--- config.mk ---
export PLATFORM = sky130hd
export DESIGN_NAME = wdg_one_time_enable
export DESIGN_NICKNAME = d
export VERILOG_FILES = /design/src/wdg_pkg.sv /design/src/wdg_one_time_enable.sv
export SDC_FILE = /design/constraint.sdc
export NUM_CORES = 1
export LEC_CHECK = 0
export BUFFER_PORTS_ARGS = -buffer_cell sky130_fd_sc_hd__buf_2
export CORE_MARGIN = 4
export CORE_UTILIZATION = 48
export CTS_CLUSTER_DIAMETER = 30
export CTS_CLUSTER_SIZE = 30
export DETAILED_ROUTE_END_ITERATION = 8
export MAX_ROUTING_LAYER = met4
export PLACE_DENSITY = 0.76
export REMOVE_ABC_BUFFERS = 1
export SYNTH_ARGS = -nofsm -noshare
export SYNTH_HDL_FRONTEND = slang
export SYNTH_SLANG_ARGS = --single-unit
--- constraint.sdc ---
create_clock -name clk -period 2.37 [get_ports clk]
set_clock_uncertainty 0.2 [all_clocks]
set_input_delay 0.3555 -clock clk [delete_from_list [all_inputs] [get_ports clk]]
set_output_delay 0.3555 -clock clk [all_outputs]
set_load 0.03 [all_outputs]
--- src/wdg_pkg.sv ---
/*
  Constants, bus carrier and key detector states for the one-time-enable watchdog.
  Assumes the core clock is the machine cycle and that the special function register
  write and read strobes arrive on that same clock.
*/
`default_nettype none

package wdg_pkg;

  // Special function register addresses.
  localparam logic [7:0] RESTART_ADDR = 8'ha6;
  localparam logic [7:0] AUX_ADDR = 8'h8e;

  // Two-byte arming and service key.
  localparam logic [7:0] KEY_FIRST = 8'h1e;
  localparam logic [7:0] KEY_SECOND = 8'he1;

  // Field position of the idle halt control bit in the auxiliary control register.
  localparam int IDLE_HALT_BIT = 4;
  localparam logic IDLE_HALT_RESET = 1'b0;

  // Counter geometry and the value at which it overflows.
  localparam int CNT_WIDTH = 14;
  localparam int OVERFLOW_COUNT = 16383;

  // Reset-out pulse length, printed in oscillator periods.
  localparam int RST_PULSE_OSC = 98;
  // Oscillator periods per machine cycle, the rate at which clk runs.
  localparam int OSC_PER_MCYC = 12;
  // A least time: round up to whole machine cycles.
  localparam int RST_PULSE_CYC = (RST_PULSE_OSC + OSC_PER_MCYC - 1) / OSC_PER_MCYC;

  // Value read back from the restart register, which holds nothing readable.
  localparam logic [7:0] RESTART_READ_VALUE = 8'h00;

  typedef struct packed {
    logic wr;
    logic rd;
    logic [7:0] addr;
    logic [7:0] data;
  } wdg_sfr_req_s;

  typedef enum logic [0:0] {
    KEY_WAIT_FIRST,
    KEY_WAIT_SECOND
  } wdg_key_e;

endpackage

`default_nettype wire

--- src/wdg_one_time_enable.sv ---
/*
  One-time-enable watchdog: a machine cycle counter armed and serviced by a key
  sequence, with a reset-out pulse on overflow.
  Assumes clk is the machine cycle clock, clk_en low models a stopped oscillator,
  and idle_mode and power_down come from logic on the same clock.
*/
`default_nettype none

module wdg_one_time_enable #(
  parameter int CNT_W = wdg_pkg::CNT_WIDTH,
  parameter int PULSE_CYC = wdg_pkg::RST_PULSE_CYC
) (
  input wire logic clk,
  input wire logic rst_n,
  input wire logic clk_en,
  input wire wdg_pkg::wdg_sfr_req_s sfr_req,
  input wire logic idle_mode,
  input wire logic power_down,
  input wire logic wake_int_n,
  output logic [7:0] sfr_rdata,
  output logic wdt_armed,
  output logic wdt_reset,
  output logic rst_pin_o,
  output logic rst_pin_oe_n
);

  localparam int PW = $clog2(PULSE_CYC + 1);
  localparam logic [CNT_W-1:0] CNT_MAX = CNT_W'(wdg_pkg::OVERFLOW_COUNT);
  localparam logic [PW-1:0] PULSE_LAST = PW'(PULSE_CYC - 1);

  generate
    if (CNT_W < 2 || wdg_pkg::OVERFLOW_COUNT >= (2 ** CNT_W))
    begin : g_bad_width
      $error("Counter width cannot hold the overflow count.");
    end
    if (PULSE_CYC < 1)
    begin : g_bad_pulse
      $error("Reset-out pulse must last at least one cycle.");
    end
  endgenerate

  logic wake_meta_q;
  logic wake_sync_q;
  logic pd_q;
  logic wake_hold_q;
  wdg_pkg::wdg_key_e key_q;
  logic armed_q;
  logic [CNT_W-1:0] cnt_q;
  logic idle_halt_q;
  logic drive_q;
  logic [PW-1:0] pulse_cnt_q;
  logic [7:0] rdata_q;

  logic restart_wr;
  logic aux_wr;
  logic key_done;
  logic run;
  logic overflow;

  assign restart_wr = sfr_req.wr && (sfr_req.addr == wdg_pkg::RESTART_ADDR);
  assign aux_wr = sfr_req.wr && (sfr_req.addr == wdg_pkg::AUX_ADDR);

  assign key_done = restart_wr && (key_q == wdg_pkg::KEY_WAIT_SECOND) &&
                    (sfr_req.data == wdg_pkg::KEY_SECOND);

  // The counter only advances while the oscillator runs, the wake hold is clear
  // and idle does not freeze it.
  assign run = armed_q && !power_down && !wake_hold_q && !(idle_mode && idle_halt_q);

  // A service landing in the overflow cycle wins, so a just-in-time write is honoured.
  assign overflow = run && (cnt_q == CNT_MAX) && !key_done;

  // The wake pin comes from outside, so it is synchronised before anything looks at it.
  always_ff @(posedge clk or negedge rst_n)
  begin
    if (!rst_n)
    begin
      wake_meta_q <= 1'b1;
      wake_sync_q <= 1'b1;
    end
    else if (clk_en)
    begin
      wake_meta_q <= wake_int_n;
      wake_sync_q <= wake_meta_q;
    end
  end

  // Leaving power-down with the wake pin still low starts a hold that lasts until the
  // pin returns high; the handler then runs before the count can resume.
  always_ff @(posedge clk or negedge rst_n)
  begin
    if (!rst_n)
    begin
      pd_q <= 1'b0;
      wake_hold_q <= 1'b0;
    end
    else if (clk_en)
    begin
      pd_q <= power_down;
      if (pd_q && !power_down && !wake_sync_q)
      begin
        wake_hold_q <= 1'b1;
      end
      else if (wake_sync_q)
      begin
        wake_hold_q <= 1'b0;
      end
    end
  end

  // Key detector: a repeated first key keeps waiting for the second; any other unexpected restart write starts over.
  always_ff @(posedge clk or negedge rst_n)
  begin
    if (!rst_n)
    begin
      key_q <= wdg_pkg::KEY_WAIT_FIRST;
    end
    else if (clk_en && restart_wr)
    begin
      case (key_q)
        wdg_pkg::KEY_WAIT_FIRST:
        begin
          if (sfr_req.data == wdg_pkg::KEY_FIRST)
          begin
            key_q <= wdg_pkg::KEY_WAIT_SECOND;
          end
        end
        wdg_pkg::KEY_WAIT_SECOND:
        begin
          if (sfr_req.data == wdg_pkg::KEY_FIRST)
          begin
            key_q <= wdg_pkg::KEY_WAIT_SECOND;
          end
          else
          begin
            key_q <= wdg_pkg::KEY_WAIT_FIRST;
          end
        end
        default:
        begin
          key_q <= wdg_pkg::KEY_WAIT_FIRST;
        end
      endcase
    end
  end

  // Arming is one way: no register write can clear it, only reset or overflow.
  always_ff @(posedge clk or negedge rst_n)
  begin
    if (!rst_n)
    begin
      armed_q <= 1'b0;
    end
    else if (clk_en)
    begin
      if (overflow)
      begin
        armed_q <= 1'b0;
      end
      else if (key_done)
      begin
        armed_q <= 1'b1;
      end
    end
  end

  // The counter has no read or write path; software only clears it with the key.
  always_ff @(posedge clk or negedge rst_n)
  begin
    if (!rst_n)
    begin
      cnt_q <= '0;
    end
    else if (clk_en)
    begin
      if (overflow || key_done)
      begin
        cnt_q <= '0;
      end
      else if (run)
      begin
        cnt_q <= cnt_q + CNT_W'(1);
      end
    end
  end

  // Idle halt control bit, the only bit of the auxiliary control register held here.
  always_ff @(posedge clk or negedge rst_n)
  begin
    if (!rst_n)
    begin
      idle_halt_q <= wdg_pkg::IDLE_HALT_RESET;
    end
    else if (clk_en && aux_wr)
    begin
      idle_halt_q <= sfr_req.data[wdg_pkg::IDLE_HALT_BIT];
    end
  end

  // Reset-out pulse; its length is fixed and does not depend on software.
  always_ff @(posedge clk or negedge rst_n)
  begin
    if (!rst_n)
    begin
      drive_q <= 1'b0;
      pulse_cnt_q <= '0;
    end
    else if (clk_en)
    begin
      if (overflow)
      begin
        drive_q <= 1'b1;
        pulse_cnt_q <= PULSE_LAST;
      end
      else if (drive_q)
      begin
        if (pulse_cnt_q == '0)
        begin
          drive_q <= 1'b0;
        end
        else
        begin
          pulse_cnt_q <= pulse_cnt_q - PW'(1);
        end
      end
    end
  end

  // Outputs each from their own flop, all following the same pulse timing.
  always_ff @(posedge clk or negedge rst_n)
  begin
    if (!rst_n)
    begin
      wdt_reset <= 1'b0;
      rst_pin_o <= 1'b0;
      rst_pin_oe_n <= 1'b1;
    end
    else if (clk_en)
    begin
      if (overflow)
      begin
        wdt_reset <= 1'b1;
        rst_pin_o <= 1'b1;
        rst_pin_oe_n <= 1'b0;
      end
      else if (drive_q && pulse_cnt_q == '0)
      begin
        wdt_reset <= 1'b0;
        rst_pin_o <= 1'b0;
        rst_pin_oe_n <= 1'b1;
      end
    end
  end

  // Armed status mirror for the rest of the device.
  always_ff @(posedge clk or negedge rst_n)
  begin
    if (!rst_n)
    begin
      wdt_armed <= 1'b0;
    end
    else if (clk_en)
    begin
      if (overflow)
      begin
        wdt_armed <= 1'b0;
      end
      else if (key_done)
      begin
        wdt_armed <= 1'b1;
      end
    end
  end

  // Read port: the restart address returns a constant, never the count.
  always_ff @(posedge clk or negedge rst_n)
  begin
    if (!rst_n)
    begin
      rdata_q <= 8'h00;
    end
    else if (clk_en && sfr_req.rd)
    begin
      if (sfr_req.addr == wdg_pkg::AUX_ADDR)
      begin
        rdata_q <= 8'(idle_halt_q) << wdg_pkg::IDLE_HALT_BIT;
      end
      else
      begin
        rdata_q <= wdg_pkg::RESTART_READ_VALUE;
      end
    end
  end

  assign sfr_rdata = rdata_q;

endmodule

`default_nettype wire

==> impl_metrics.tcl <==
set metrics [dict create \
    status "finished, violations left" \
    violations "negative setup slack" \
    dr.pass1.iters 4 \
    drc 0 \
    vias 1431 \
    clk_latency_ns 0.33 \
    antenna_found_initial 0 \
    clockBufferDepth 2 \
    max_freq_ghz 0.421 \
    io_buffer_count 28 \
    ir_drop_v 0.000392 \
    synthXorXnorAreaFrac 0.0422 \
    via_per_inst 5.24 \
    p_leak_nw 0.925 \
    multi_input_comb_area_um2 915 \
    grt_overflow 0 \
    critPathKind "flop to flop" \
    setup_viol 1 \
    synth_seq_area_share 0.439 \
    cp-start-kind "flop" \
    fin_crit_sh 1.00 \
    yosysTopAreaCellShare 0.392 \
    drv_slew 0 \
    dp_slack_ns -0.261 \
    std_cell_rows 21 \
    n_fill_cell 295 \
    synth-edff-count 0 \
    synth_most_common_cell "dfrtp_1" \
    htreeDepth 2 \
    post-dp-hpwl_mm 2.73 \
    synthSimpleGateAreaFrac 0.254 \
    drt.antenna.violating_nets 0 \
    hold_viol_final 0 \
    required_ns 2.40 \
    cap_violations 0 \
    holdWs_ns 0.0617 \
    synthMuxAreaShare 0.0407 \
    grt_pass1_wl_mm 6.15 \
    numCtsBuffers 5 \
    period_needed_ns 2.37 \
    grt_max_degree 30 \
    synth.top_cells.by_count "dfrtp_1 (26), nand2_1 (19), nor2_1 (19)" \
    hold_path_class "input pin to flop" \
    syn-cell-area_um2 1660 \
    drt-initial-drc-count 75 \
    worstPathArrival_ns 2.40 \
    critPathMaxFanout 5 \
    register_area_um2 729 \
    ys_async_sr_fraction 1.00 \
    power_density_nw_per_um2 570 \
    finalNetCount 253 \
    clk_pin_slew_ns 0.09 \
    largest-register "cnt_q" \
    synth_area_leaders "dfrtp_1 (39%), dfstp_2 (4.7%), nand2_1 (4.3%), nor2_1 (4.3%), mux2_2 (4.1%)" \
    die_h_um 66.8 \
    synth_flop_cell "dfrtp_1" \
    cts_sinks 29 \
    end_kind "flop" \
    post_drt_wl_per_cell_um 13.5 \
    max-slew-margin-rel 0.576 \
    die_x_um 66.8 \
    synthCells 178 \
    initial_utilization 0.498 \
    cts_tree "yes" \
    grt_pass1_vias 1374 \
    routed_wirelength_mm 3.69 \
    ys_ff_latch 29 \
    synth_adder_area_share 0.0226 \
    antenna_cells 0 \
    core_um2 3340 \
    synth_top_cell_by_area "dfrtp_1" \
    drive_above_1_share 0.330 \
    synth_compound_area_frac 0.136 \
    gp_congestion 0.819 \
    tightest_slew_ns 0.636 \
    areaGrowthSynthToFinish_pct 25.0 \
    largest_reg_flops 14 \
    rsz0062_at_grt "true" \
    pin_count 36 \
    synth_cell_type_count 45 \
    grt.total_usage 0.192 \
    largest_registers "cnt_q (14), pulse_cnt_q (4)" \
    syn_avg_cell_area_um2 9.33 \
    root_buffer "clkbuf_4" \
    fin_ws_ns -0.00256 \
    die-area_um2 4460 \
    synth_top_family_by_area "simple AND/OR/NAND/NOR gates" \
    ys_warn_count 0 \
]
## worst max-delay path, stage by stage, from the launching register on
cell and delay [ns]:
dfrtp_1 0.36, nand4bb_1 0.14, or4_4 0.52, or3_4 0.40
buf_4 0.17, a211oi_2 0.25, xnor2_1 0.16, nor2_1 0.05
## cell families (layout without fill, tap and decap cells)
group                      Yosys count  count (layout)
AOI/OAI and AO/OA                   33              33
xor gates and xnor gates             8               8
adders and majority gates            3               3
buffers and inverters               18              61
DFF                                 29              29
muxes                                6               6
other                                1               7
and+or+nand+nor                     80              80
## area by class of cell
cell class / instances / share of cell area
well taps: 46 / 0.0277
multi-input cells: 137 / 0.441
inverters: 7 / 0.0127
flip-flops and latches: 29 / 0.351
repair buffers: 46 / 0.134
clock buffers: 7 / 0.0313
clock inverters: 1 / 0.00241
## routing by layer
metal  part of all wire  track usage
met3              0.045       0.0455
met2               0.51        0.293
met5                  0            -
met1               0.44        0.240
met4              0.014       0.0914
## final timing paths
path                         startpoint        endpoint  slack, ns  cells past startpoint
max in group asynchronous         rst_n     idle_halt_q       1.18                      2
hold reg to reg            sfr_rdata[4]    sfr_rdata[4]       0.27                      2
setup reg to reg                  key_q        cnt_q[9]     -0.003                      7
setup / recovery                  key_q        cnt_q[9]     -0.003                      7
hold / removal               wake_int_n     wake_meta_q       0.06                      2
min in group asynchronous         rst_n  pulse_cnt_q[1]       0.38                      2
## repair_timing
action | in CTS | in global routing
pin swaps | 0 | 3
resized for setup | 3 | 9
cloned | 0 | 0
setup endpoints to repair | 4 | 14
hold buffers | 1 | 0
hold endpoints to repair | 26 | 0
buffers inserted | 0 | 1
## through the flow
step	cells	cell area [um^2]	utilization	total power [mW]	setup TNS [ns]
floorplan	173	1600	-	0.762	-0.136
global placement	263	1920	0.576	0.836	-1.65
detailed placement	263	1920	0.576	0.847	-1.87
CTS	272	2020	0.604	1.20	0
global route	273	2080	0.622	1.27	-0.188
finish	273	2080	0.622	1.18	-0.00256
## report_power, final
group	total, mW	internal [mW]	switching [mW]
Clock	0.345	0.172	0.173
Combinational	0.226	0.0930	0.133
Sequential	0.612	0.565	0.0469
Total	1.18	0.829	0.353
## placed cells by master, fill, tap and decap left out, types with 3 or more instances in the layout
cell type  instances
conb_1             7
buf_4             17
nand2_1           18
xnor2_1            7
o21ai_1            5
a22o_1             4
nand3_1            6
nor2b_1            3
dfstp_2            3
ha_1               3
dfrtp_1           26
clkbuf_4           5
nor3_1             4
nor2_1            18
inv_1              7
o21ai_0            5
mux2_2             6
buf_2             28
nand4_1            5
and3_1             3
a21oi_1            5
Power figures use the tool's default switching activity.
